--- src/rtl/psv_params.svh ---
// constants for the program sequencer: addresses, widths, reset values
`ifndef PSV_PARAMS_SVH
`define PSV_PARAMS_SVH
`define PSV_PC_W 11
`define PSV_RESET_VEC 11'h000
`define PSV_IRQ_VEC 11'h008
`define PSV_RSVD_BASE 11'h7FD
`define PSV_STACK_DEPTH 8
`define PSV_SP_W 3
`define PSV_FLAG_HI_POR 1'b1
`define PSV_FLAG_PD_POR 1'b0
`define PSV_FLAG_HI_WDT 1'b0
`define PSV_FLAG_PD_WDT 1'b0
`define PSV_FLAG_HI_EXT 1'b1
`define PSV_FLAG_PD_EXT 1'b1
`define PSV_FLAGS_W 6
`endif

--- src/rtl/psv_pkg.sv ---
// types for the program sequencer
package psv_pkg;
  // sequencing operations presented by the decoder, one per instruction cycle
  typedef enum logic [3:0] {
    PSV_OP_NEXT = 4'h0,
    PSV_OP_JUMP = 4'h1,
    PSV_OP_CALL = 4'h2,
    PSV_OP_RET = 4'h3,
    PSV_OP_RETURN_FROM_INTERRUPT = 4'h4,
    PSV_OP_PCL_ADD = 4'h5,
    PSV_OP_PCL_SUB = 4'h6,
    PSV_OP_SAVE = 4'h7,
    PSV_OP_RESTORE = 4'h8,
    PSV_OP_TABLE = 4'h9
  } psv_op_t;
  // table read state
  typedef enum logic [0:0] {
    PSV_ST_RUN = 1'b0,
    PSV_ST_TBL = 1'b1
  } psv_state_t;
endpackage : psv_pkg

--- src/rtl/psv_sequencer.sv ---
// program address sequencer: vectors, reset cause, save buffer, table read, pc add
`timescale 1ns/10ps
`include "psv_params.svh"
module psv_sequencer #(
  parameter int PC_W = `PSV_PC_W,
  parameter int DEPTH = `PSV_STACK_DEPTH
) (
  input wire logic ref_clk, // instruction clock, 25 MHz
  input wire logic rst_n, // async reset, active low
  input wire logic por_event, // power-on reset happened (held with rst_n)
  input wire logic wdt_event, // watchdog overflow reset happened
  input wire logic ext_event, // external reset pin reset happened
  input wire logic step_en, // one instruction cycle completes
  input wire logic [3:0] op, // sequencing operation, psv_pkg::psv_op_t
  input wire logic [PC_W-1:0] jump_addr, // target for jump and call
  input wire logic irq_take, // service an interrupt this cycle
  input wire logic [7:0] acc_in, // accumulator value from the alu
  input wire logic [5:0] flags_in, // low six flag bits from the alu
  input wire logic [7:0] ptr_hi, // table pointer high byte
  input wire logic [7:0] ptr_lo, // table pointer low byte
  input wire logic [15:0] rom_data, // word returned by the program rom
  output logic [PC_W-1:0] rom_addr, // program rom address
  output logic [PC_W-1:0] pc, // current program counter
  output logic [7:0] pc_low_byte, // low pc byte
  output logic [2:0] pc_high_bits, // high pc bits
  output logic reset_cause_flag_hi, // first reset cause flag
  output logic powerdown_cause_flag, // second reset cause flag
  output logic [7:0] accumulator, // accumulator load value
  output logic acc_load, // pulse: load accumulator
  output logic [5:0] flags_out, // restored flags
  output logic flags_load, // pulse: load flags
  output logic [7:0] table_hi, // table-read high register
  output logic tbl_busy, // table read in progress, fetch stalled
  output logic pc_in_reserved, // pc points at the reserved tail
  output logic stack_overflow // push beyond stack depth
);
  localparam int SP_W = $clog2(DEPTH);
  // decoded operation and table-read state
  psv_pkg::psv_op_t op_e;
  psv_pkg::psv_state_t state;
  psv_pkg::psv_state_t next_state;
  // program counter and the return stack
  logic [PC_W-1:0] next_pc;
  logic [PC_W-1:0] stack [DEPTH];
  logic [PC_W-1:0] next_top;
  logic [SP_W-1:0] sp;
  logic [SP_W-1:0] next_sp;
  logic push;
  logic pop;
  logic full;
  logic next_full;
  logic ovf;
  logic next_ovf;
  // table read address held across the stall cycle
  logic [PC_W-1:0] tbl_addr;
  logic [PC_W-1:0] next_tbl_addr;
  // one-level save buffer
  logic [7:0] save_acc;
  logic [7:0] next_save_acc;
  logic [5:0] save_flags;
  logic [5:0] next_save_flags;
  // accumulator, flag and table-high results
  logic [7:0] next_acc;
  logic [7:0] next_table_hi;
  logic [5:0] next_flags;
  logic next_acc_load;
  logic next_flags_load;
  // reset cause state
  logic cause_hi;
  logic cause_pd;
  logic next_cause_hi;
  logic next_cause_pd;
  logic cause_seen;
  logic next_cause_seen;

  // the pc high part only ever counts up; a borrow never reaches it
  // the low byte simply wraps on a borrow, so a jump table placed
  // across a 256-word boundary lands in the wrong page when going down
  function automatic logic [PC_W-1:0] pcl_arith(input logic [PC_W-1:0] p,
                                                  input logic [7:0] a,
                                                  input logic sub);
    logic [8:0] s;
    logic [PC_W-9:0] h;
    s = sub ? ({1'b0, p[7:0]} - {1'b0, a}) : ({1'b0, p[7:0]} + {1'b0, a});
    h = p[PC_W-1:8];
    if (!sub && s[8]) begin
      h = h + 1'b1;
    end
    return {h, s[7:0]};
  endfunction : pcl_arith

  // operation decode; codes above the table read fall to a plain step
  assign op_e = psv_pkg::psv_op_t'(op);

  // pc views for the fetch path
  assign pc_low_byte = pc[7:0];
  assign pc_high_bits = pc[PC_W-1:8];

  // the rom sees the table pointer only during the one stall cycle
  assign rom_addr = (state == psv_pkg::PSV_ST_TBL) ? tbl_addr : pc;
  assign tbl_busy = (state == psv_pkg::PSV_ST_TBL);

  // status views
  assign reset_cause_flag_hi = cause_hi;
  assign powerdown_cause_flag = cause_pd;
  assign pc_in_reserved = (pc >= PC_W'(`PSV_RSVD_BASE));
  assign stack_overflow = ovf;

  // pc sequencing and push/pop requests
  // an interrupt wins over the decoded operation in the same cycle, so the
  // operation is dropped rather than half done; the decoder must repeat it
  always_comb begin
    next_pc = pc;
    next_state = state;
    next_tbl_addr = tbl_addr;
    push = 1'b0;
    pop = 1'b0;
    next_top = pc;
    if (state == psv_pkg::PSV_ST_TBL) begin
      next_state = psv_pkg::PSV_ST_RUN; // rom answered, pc resumes
    end else if (step_en) begin
      if (irq_take) begin
        push = 1'b1;
        next_top = pc;
        next_pc = PC_W'(`PSV_IRQ_VEC);
      end else begin
        next_pc = pc + 1'b1;
        unique case (op_e)
          psv_pkg::PSV_OP_JUMP: next_pc = jump_addr;
          psv_pkg::PSV_OP_CALL: begin
            push = 1'b1;
            next_top = pc + 1'b1;
            next_pc = jump_addr;
          end
          psv_pkg::PSV_OP_RET, psv_pkg::PSV_OP_RETURN_FROM_INTERRUPT: begin
            pop = 1'b1;
            next_pc = stack[sp - 1'b1];
          end
          psv_pkg::PSV_OP_PCL_ADD: next_pc = pcl_arith(pc, acc_in, 1'b0);
          psv_pkg::PSV_OP_PCL_SUB: next_pc = pcl_arith(pc, acc_in, 1'b1);
          psv_pkg::PSV_OP_TABLE: begin
            // only the low address bits reach the 2K rom; no pointer carry
            next_tbl_addr = PC_W'({ptr_hi, ptr_lo});
            next_state = psv_pkg::PSV_ST_TBL;
          end
          default: next_pc = pc + 1'b1;
        endcase
      end
    end
  end

  // reset restarts at the reset vector
  always_ff @(posedge ref_clk or negedge rst_n) begin
    if (!rst_n) begin
      pc <= PC_W'(`PSV_RESET_VEC);
      state <= psv_pkg::PSV_ST_RUN;
      tbl_addr <= '0;
    end else begin
      pc <= next_pc;
      state <= next_state;
      tbl_addr <= next_tbl_addr;
    end
  end

  // stack pointer and depth tracking; all levels fill before overflow
  // a push onto a full stack overwrites the oldest entry, as the pointer
  // wraps; the sticky flag is the only trace software debug can see
  always_comb begin
    next_sp = sp;
    next_full = full;
    next_ovf = ovf;
    if (push) begin
      next_sp = sp + 1'b1;
      if (full) begin
        next_ovf = 1'b1; // sticky until the next reset
      end
      if (sp == SP_W'(DEPTH - 1)) begin
        next_full = 1'b1; // every level now holds a return address
      end
    end else if (pop) begin
      next_sp = sp - 1'b1;
      next_full = 1'b0;
    end
  end

  // stack pointer registers; the stack starts empty after any reset
  always_ff @(posedge ref_clk or negedge rst_n) begin
    if (!rst_n) begin
      sp <= '0;
      full <= 1'b0;
      ovf <= 1'b0;
    end else begin
      sp <= next_sp;
      full <= next_full;
      ovf <= next_ovf;
    end
  end

  // stack storage has no reset; entries are written before being read
  always_ff @(posedge ref_clk) begin
    if (push) begin
      stack[sp] <= next_top;
    end
  end

  // save buffer, table result and accumulator/flag loads
  always_comb begin
    next_save_acc = save_acc;
    next_save_flags = save_flags;
    next_acc = accumulator;
    next_flags = flags_out;
    next_table_hi = table_hi;
    next_acc_load = 1'b0;
    next_flags_load = 1'b0;
    if (state == psv_pkg::PSV_ST_TBL) begin
      next_acc = rom_data[7:0];
      next_table_hi = rom_data[15:8];
      next_acc_load = 1'b1;
    end else if (step_en && !irq_take) begin
      if (op_e == psv_pkg::PSV_OP_SAVE) begin
        next_save_acc = acc_in;
        next_save_flags = flags_in; // cause bits are never saved
      end else if (op_e == psv_pkg::PSV_OP_RESTORE) begin
        next_acc = save_acc;
        next_flags = save_flags;
        next_acc_load = 1'b1;
        next_flags_load = 1'b1;
      end
    end
  end

  // save buffer and result registers; loads are one-cycle pulses
  // the cause flags live in their own group so a restore never touches them
  always_ff @(posedge ref_clk or negedge rst_n) begin
    if (!rst_n) begin
      save_acc <= 8'h00;
      save_flags <= 6'h00;
      accumulator <= 8'h00;
      flags_out <= 6'h00;
      table_hi <= 8'h00;
      acc_load <= 1'b0;
      flags_load <= 1'b0;
    end else begin
      save_acc <= next_save_acc;
      save_flags <= next_save_flags;
      accumulator <= next_acc;
      flags_out <= next_flags;
      table_hi <= next_table_hi;
      acc_load <= next_acc_load;
      flags_load <= next_flags_load;
    end
  end

  // reset cause: latched once on the first edge after release from the event inputs
  always_comb begin
    next_cause_hi = cause_hi;
    next_cause_pd = cause_pd;
    next_cause_seen = 1'b1;
    if (!cause_seen) begin
      if (por_event) begin
        next_cause_hi = `PSV_FLAG_HI_POR;
        next_cause_pd = `PSV_FLAG_PD_POR;
      end else if (wdt_event) begin
        next_cause_hi = `PSV_FLAG_HI_WDT;
        next_cause_pd = `PSV_FLAG_PD_WDT;
      end else if (ext_event) begin
        next_cause_hi = `PSV_FLAG_HI_EXT;
        next_cause_pd = `PSV_FLAG_PD_EXT;
      end
    end
  end

  // reset cause registers; they hold the power-on values while in reset
  // limitation: an event level that arrives late is missed, by design
  always_ff @(posedge ref_clk or negedge rst_n) begin
    if (!rst_n) begin
      cause_seen <= 1'b0;
      cause_hi <= `PSV_FLAG_HI_POR;
      cause_pd <= `PSV_FLAG_PD_POR;
    end else begin
      cause_seen <= next_cause_seen;
      cause_hi <= next_cause_hi;
      cause_pd <= next_cause_pd;
    end
  end
endmodule : psv_sequencer

--- config.mk ---
export PLATFORM = sky130hd
export DESIGN_NAME = psv_sequencer
export DESIGN_NICKNAME = d
export VERILOG_FILES = /design/src/rtl/psv_pkg.sv /design/src/rtl/psv_sequencer.sv
export VERILOG_INCLUDE_DIRS = /design/src /design/src/rtl
export SDC_FILE = /design/constraint.sdc
export NUM_CORES = 1
export LEC_CHECK = 0
export BUFFER_PORTS_ARGS = -buffer_cell sky130_fd_sc_hd__clkbuf_2
export CORE_AREA = 3 3 98 193
export CTS_CLUSTER_SIZE = 16
export DETAILED_ROUTE_END_ITERATION = 7
export DIE_AREA = 0 0 101 196
export PLACE_DENSITY = 0.66
export SLEW_MARGIN = 10
export SYNTH_ARGS = -nofsm -noshare
export SYNTH_HDL_FRONTEND = slang
export SYNTH_SLANG_ARGS = --single-unit
--- constraint.sdc ---
create_clock -name ref_clk -period 3.46 [get_ports ref_clk]
set_input_delay 0.346 -clock ref_clk [delete_from_list [all_inputs] [get_ports ref_clk]]
set_output_delay 0.346 -clock ref_clk [all_outputs]
set_load 0.005 [all_outputs]
==> flow_summary.yaml, run 1 <==
placement:
  postPlaceCellArea_sq_um: 8670
  place_hpwl_mm: 15.3
  portBuffers: 124
  gp_congestion: 0.906
clock_tree:
  clkTransAtPathRegs_ps: 70
  hold_buffers: 0
  cts-resized-gates: 0
  cts_root_buf: "clkbuf_16"
  cts_buffers: 17
  cts-htree-levels: 4
  clock_latency_ps: 440
  cts_sinks: 157
  cts_tree: "done"
  cts_setup_buffers: 0
  clock_path_buffers: 2
yosys:
  synth_fp_nets: 716
  synth_top_family_by_area: "multiplexers"
  syn-cell-area_sq_um: 7810
  synth_mux_area_share_pct: 14.2
  synth-xor-area-share_pct: 1.79
  synth-simple-area-share_pct: 9.79
  synth_fa_ha_area_share_pct: 4.68
  syn_avg_cell_area_sq_um: 12.5
  synth_cell_types: 71
  synth-compound-area-share_pct: 9.37
  ys_warn_count: 0
  synth-async-reset-ratio_pct: 43.9
  synth_flop_cell: "edfxtp_1"
  synth_seq_area_share_pct: 56.0
  ys_ff_latch: 157
  synth-edff-count: 88
  syn-instance-count: 624
floorplan:
  dieArea_sq_um: 19800
  ios: 130
  start_util_pct: 44.6
  core_sq_um: 17500
  rows: 68
  die_width_um: 101
  die_h_um: 196
routing:
  remaining_drc_errors: 0
  vias: 5574
  wirelength_mm: 20.3
  drtAntennaViolNets: 0
  firstDrtPassIters: 5
  vias_per_cell: 5.73
  drt_iter0_drc: 234
  wire_per_inst_um: 20.9
cells_and_area:
  nets: 841
  post-route-util_pct: 52.8
  drive_gt1_share_pct: 29.9
  nFillCells: 1521
  n_antenna_cell: 0
  area_delta_synth_final_pct: 18.5
  final_area_sq_um: 9260
power:
  ir_drop_uv: 356
  power.density_nw_per_um2: 657
  p_leak_nw: 3.99
  power_mw: 6.08
run_status:
  status: "finished, final reports clean"
setup_path:
  path_class: "register to register"
  start_kind: "register"
  max_stage_delay_ps: 520
  reg2reg_slack_ps: 510
  crit_chain: "inv_1 -> ha_1 -> inv_1 -> fa_1 -> a21o_1 -> a21o_1 -> and3_1 -> or4_1 -> o211ai_1 -> o211ai_1"
  r2r_start: "pc[0]$_DFFE_PN0P_"
  crit_required_ps: 3760
  cp-end-kind: "register"
  cp_max_fo: 10
  reg2regPathDepth: 10
  cp_data_arrival_time_ps: 3250
  r2r-end: "pc[6]$_DFFE_PN0P_"
  cp_slowest_cell: "or4_1"
timing:
  fmax_mhz: 339
  whs_ps: 37.0
  drv_slew: 0
  setup_viol: 0
  max-slew-margin-rel_pct: 39.5
  skew_ps: 15.3
  min_period_ps: 2950
  hold_violations: 0
  rsz0062_at_grt: "false"
  period_share_pct: 85.2
  fin_tns_setup_ps: 0
  tightest_slew_ps: 908
min_path:
  worstHoldPathType: "input pin to async pin"
flow_run:
  maxCapViolations: 0
global_route:
  overflow: 0
  antenna_found_initial: 0
  grt_pass1_wl_mm: 31.1
  grt_pass1_vias: 5835
  grtUsageTotal_pct: 20.8
  grt_max_degree: 70
==> layout by cell type, fill, tap and decap left out, drive strengths merged, types with 27 or more instances in the layout <==
cell type | Yosys | routed
inv | 25 | 31
mux2 | 37 | 37
nor2 | 33 | 33
nand2 | 66 | 66
edfxtp | 88 | 88
clkbuf | 21 | 142
dfrtp | 68 | 68
o21ai | 29 | 29
a21oi | 33 | 33
buf | 23 | 27
==> worst max-delay path, delay by kind of cell (launching register included) <==
kind / cells / cell delay, ps
AOI/OAI and AO/OA: 4 / 700
and+or+nand+nor: 2 / 700
adders and majority gates: 2 / 620
DFF: 1 / 500
buffers and inverters: 2 / 280
==> stage by stage <==
step                cells  setup slack, ps
finish                972              512
global placement      940              646
detailed placement    940              529
floorplan             624              563
global route          972              355
CTS                   972              513
==> kinds of logic (layout without fill, tap and decap cells) <==
family | Yosys count | in the layout
other cells | 1 | 1
compound gates | 114 | 114
xor+xnor | 16 | 16
flops | 157 | 157
mux | 79 | 79
buf+inv | 69 | 207
simple gates | 159 | 159
fa+ha+maj | 29 | 29
==> power breakdown <==
| part | internal (mW) | switching (mW) |
|---|---|---|
| clock network | 1.08 | 0.787 |
| registers | 2.26 | 0.167 |
| logic | 0.843 | 0.940 |
| total | 4.19 | 1.89 |
==> how the worst max path moves through the flow <==
stage / slack, ps / start / endpoint
floorplan: 560 / sp[0]$_DFFE_PN0P_ / pc[7]$_DFFE_PN0P_
global placement: 650 / pc[0]$_DFFE_PN0P_ / pc[6]$_DFFE_PN0P_
detailed placement: 530 / pc[0]$_DFFE_PN0P_ / pc[6]$_DFFE_PN0P_
CTS: 510 / pc[0]$_DFFE_PN0P_ / pc[6]$_DFFE_PN0P_
global route: 350 / pc[0]$_DFFE_PN0P_ / pc[6]$_DFFE_PN0P_
finish: 510 / pc[0]$_DFFE_PN0P_ / pc[6]$_DFFE_PN0P_
==> per-layer routing <==
metal	GRT usage [%]	vias to the layer above	wire length [um]
li1	-	2551	-
met1	21.2	2774	6970
met2	37.8	184	11300
met3	3.95	65	860
met4	13.2	0	1150
met5	0	-	0
==> state kept, by name (all words and copies together), names as in the netlist <==
signal / count
acc_load: 1
accumulator: 8
cause_seen: 1
flags_load: 1
flags_out: 6
full: 1
pc: 11
powerdown_cause_flag: 1
reset_cause_flag_hi: 1
save_acc: 8
save_flags: 6
sp: 3
stack: 88
stack_overflow: 1
table_hi: 8
tbl_addr: 11
tbl_busy: 1
==> synth_stat cells (4+ instances only) <==
cell | n | area (sq um)
o21ai_1 | 8 | 40.0
a21oi_1 | 33 | 165
o21ai_0 | 21 | 105
dfrtp_1 | 68 | 1700
nand2b_1 | 8 | 50.1
nor2b_1 | 6 | 37.5
a221o_1 | 4 | 40.0
buf_4 | 12 | 90.1
nor2_1 | 32 | 120
buf_2 | 9 | 45.0
nand2_1 | 66 | 248
clkbuf_1 | 21 | 78.8
o22ai_1 | 4 | 25.0
mux2_1 | 20 | 225
mux2_2 | 17 | 191
o31ai_1 | 4 | 30.0
ha_1 | 22 | 275
xnor2_1 | 12 | 105
mux2i_1 | 20 | 200
mux4_2 | 22 | 495
maj3_1 | 5 | 50.1
nand3_1 | 7 | 35.0
xor2_1 | 4 | 35.0
inv_1 | 24 | 90.1
o221ai_1 | 4 | 35.0
edfxtp_1 | 88 | 2640
a211oi_1 | 6 | 45.0
nor3_1 | 11 | 55.1
==> layout make-up <==
type	count	area, sq um	share of cell area [%]
clock inverters	13	154	1.66
clock buffers	19	433	4.68
multi-input cells	398	3120	33.8
repair buffers	150	818	8.84
well taps	210	263	2.84
inverters	25	93.8	1.01
flip-flops and latches	157	4370	47.2
(Power assumes the default switching activity.)
==> inputs of run 2 (changes only) <==
ABC_AREA = 1   (was not set)
CORE_AREA = 3 3 99 196   (was 3 3 98 193)
DIE_AREA = 0 0 102 199   (was 0 0 101 196)
==> flow_summary.yaml, run 2 <==
run_status:
  status: "finished, final reports clean"
setup_path:
  path_class: "register to register"
  reg2reg_slack_ps: 1020
  crit_required_ps: 3590
  reg2regPathDepth: 7
  r2r_start: "pc[1]$_DFFE_PN0P_"
  cpMostUsedCell: "nand3_1"
  cp_slowest_cell: "dfrtp_1"
  max_stage_delay_ps: 700
  cp-end-kind: "register"
  start_kind: "register"
  crit_chain: "ha_1 -> nand3_1 -> inv_1 -> nand3_1 -> nand2_1 -> nor2_1 -> a21oi_1"
  cp_data_arrival_time_ps: 2560
  cp_max_fo: 11
  r2r-end: "stack[5][8]$_DFFE_PP_"
floorplan:
  ios: 130
  core_sq_um: 18200
  die_width_um: 102
  start_util_pct: 44.5
  die_h_um: 199
  dieArea_sq_um: 20300
  rows: 70
yosys:
  syn_avg_cell_area_sq_um: 8.65
  ys_ff_latch: 157
  synth-edff-count: 88
  synth_common_cells: "295 x nand2_1, 100 x inv_1, 88 x edfxtp_1, 85 x nand3_1, 85 x nor2_1"
  netlist.area_leader.share_pct: 32.6
  syn-cell-area_sq_um: 8110
  yosysMostFrequentCell: "nand2_1"
  synth_seq_area_share_pct: 53.9
  synth_area_leaders: "edfxtp_1 33%, dfrtp_1 21%, nand2_1 14%, nand3_1 5.2%, inv_1 4.6%"
  synth_fp_nets: 1029
  synth_cell_types: 42
  yosys.area.top_type: "edfxtp_1"
  synth-async-reset-ratio_pct: 43.9
  syn-instance-count: 937
  ys_warn_count: 0
  synth_flop_cell: "edfxtp_1"
global_route:
  grt_pass1_vias: 6615
  grtUsageTotal_pct: 22.8
  antenna_found_initial: 0
  grt_max_degree: 70
  grt_pass1_wl_mm: 34.5
  overflow: 0
cells_and_area:
  nets: 1143
  largest_reg_flops: 88
  area_delta_synth_final_pct: 16.8
  top_register: "stack"
  drive_gt1_share_pct: 18.2
  mostFrequentLayoutCells: "295 x nand2_1, 123 x clkbuf_2, 100 x inv_1"
  n_antenna_cell: 0
  nFillCells: 1744
  final_common_cell: "nand2_1"
  reg_top3: "stack: 88 flops, pc: 11 flops, tbl_addr: 11 flops"
clock_tree:
  hold_buffers: 0
  clock_latency_ps: 420
  cts_sinks: 157
  clock_path_buffers: 2
  clkTransAtPathRegs_ps: 60
  cts_tree: "done"
  cts_root_buf: "clkbuf_16"
  cts_setup_buffers: 0
  cts-htree-levels: 4
  cts_buffers: 17
  cts-resized-gates: 0
routing:
  remaining_drc_errors: 0
  drtAntennaViolNets: 0
  vias_per_cell: 5.17
  wirelength_mm: 22.2
  wire_per_inst_um: 17.4
  drt_iter0_drc: 459
  vias: 6623
  firstDrtPassIters: 6
timing:
  rsz0062_at_grt: "false"
  period_share_pct: 70.4
  drv_slew: 0
  hold_violations: 0
  min_period_ps: 2440
  tightest_slew_ps: 960
  max-slew-margin-rel_pct: 35.7
  fmax_mhz: 411
  whs_ps: 42.5
  setup_viol: 0
  fin_tns_setup_ps: 0
  skew_ps: 4.09
min_path:
  worstHoldPathType: "input pin to async pin"
placement:
  gp_congestion: 0.896
  place_hpwl_mm: 16.5
  portBuffers: 124
power:
  p_leak_nw: 4.56
  ir_drop_uv: 386
  power.density_nw_per_um2: 671
flow_run:
  maxCapViolations: 0
-- run 2: report_power, final --
part | internal, mW | total [mW] | switching, mW
clock network | 1.15 | 1.94 | 0.791
logic | 0.672 | 2.00 | 1.33
registers | 2.25 | 2.42 | 0.167
-- run 2: worst max path at each step --
| stage | startpoint | end | slack [ps] | cells after the start |
|---|---|---|---|---|
| after global placement | sp[1]$_DFFE_PN0P_ | pc[8]$_DFFE_PN0P_ | 1060 | 12 |
| after detailed placement | sp[1]$_DFFE_PN0P_ | pc[8]$_DFFE_PN0P_ | 1050 | 12 |
| after global routing | sp[1]$_DFFE_PN0P_ | pc[8]$_DFFE_PN0P_ | 700 | 12 |
| final | pc[1]$_DFFE_PN0P_ | stack[5][8]$_DFFE_PP_ | 1020 | 7 |
| after CTS | sp[1]$_DFFE_PN0P_ | pc[8]$_DFFE_PN0P_ | 1030 | 12 |
| after floorplan | pc[0]$_DFFE_PN0P_ | pc[2]$_DFFE_PN0P_ | 1480 | 11 |
-- run 2: kinds of logic after synthesis --
kind of cell	after synthesis	share of synthesized area (%)
multiplexers	8	1.11
adder cells (fa/ha/maj)	24	3.89
XOR/XNOR	10	1.27
other	1	0.0463
AO/OA/AOI/OAI	100	7.01
flip-flops	157	53.9
AND/OR/NAND/NOR	483	24.5
buffers and inverters	154	8.26
-- run 2: routing by layer --
layer  GRT usage (%)  share of wire, %  vias to the layer above
met1            22.7                34                     3106
met5               0                 0                        -
met2            43.3                56                      218
met4            12.5               4.7                        0
met3            3.55               4.9                       50
li1                -                 -                     3249
-- run 2: stage by stage --
stage	utilization, %	power [mW]	setup WS [ps]	cells	instance area (sq um)
global route	52.0	6.74	698	1280	9470
floorplan	-	3.83	1480	937	8110
finish	52.0	6.36	1020	1280	9470
global placement	48.6	4.43	1060	1248	8860
detailed placement	48.6	4.47	1050	1248	8860
CTS	52.0	6.40	1030	1280	9470
-- run 2: cell type report --
type                    count  area, sq um  area share [%]
well taps                 216          270            2.85
flip-flops and latches    157         4370            46.2
clock buffers              17          425            4.49
inverters                 110          413            4.36
clock inverters            15          185            1.96
multi-input cells         626         3070            32.4
repair buffers            139          736            7.77
-- run 2: worst max-delay path: cells and delay by family, from the launching register on --
kind	cells	cell delay, ps
AOI/OAI and AO/OA	1	560
adders and majority gates	1	290
buffers and inverters	1	200
DFF	1	700
and+or+nand+nor	4	380
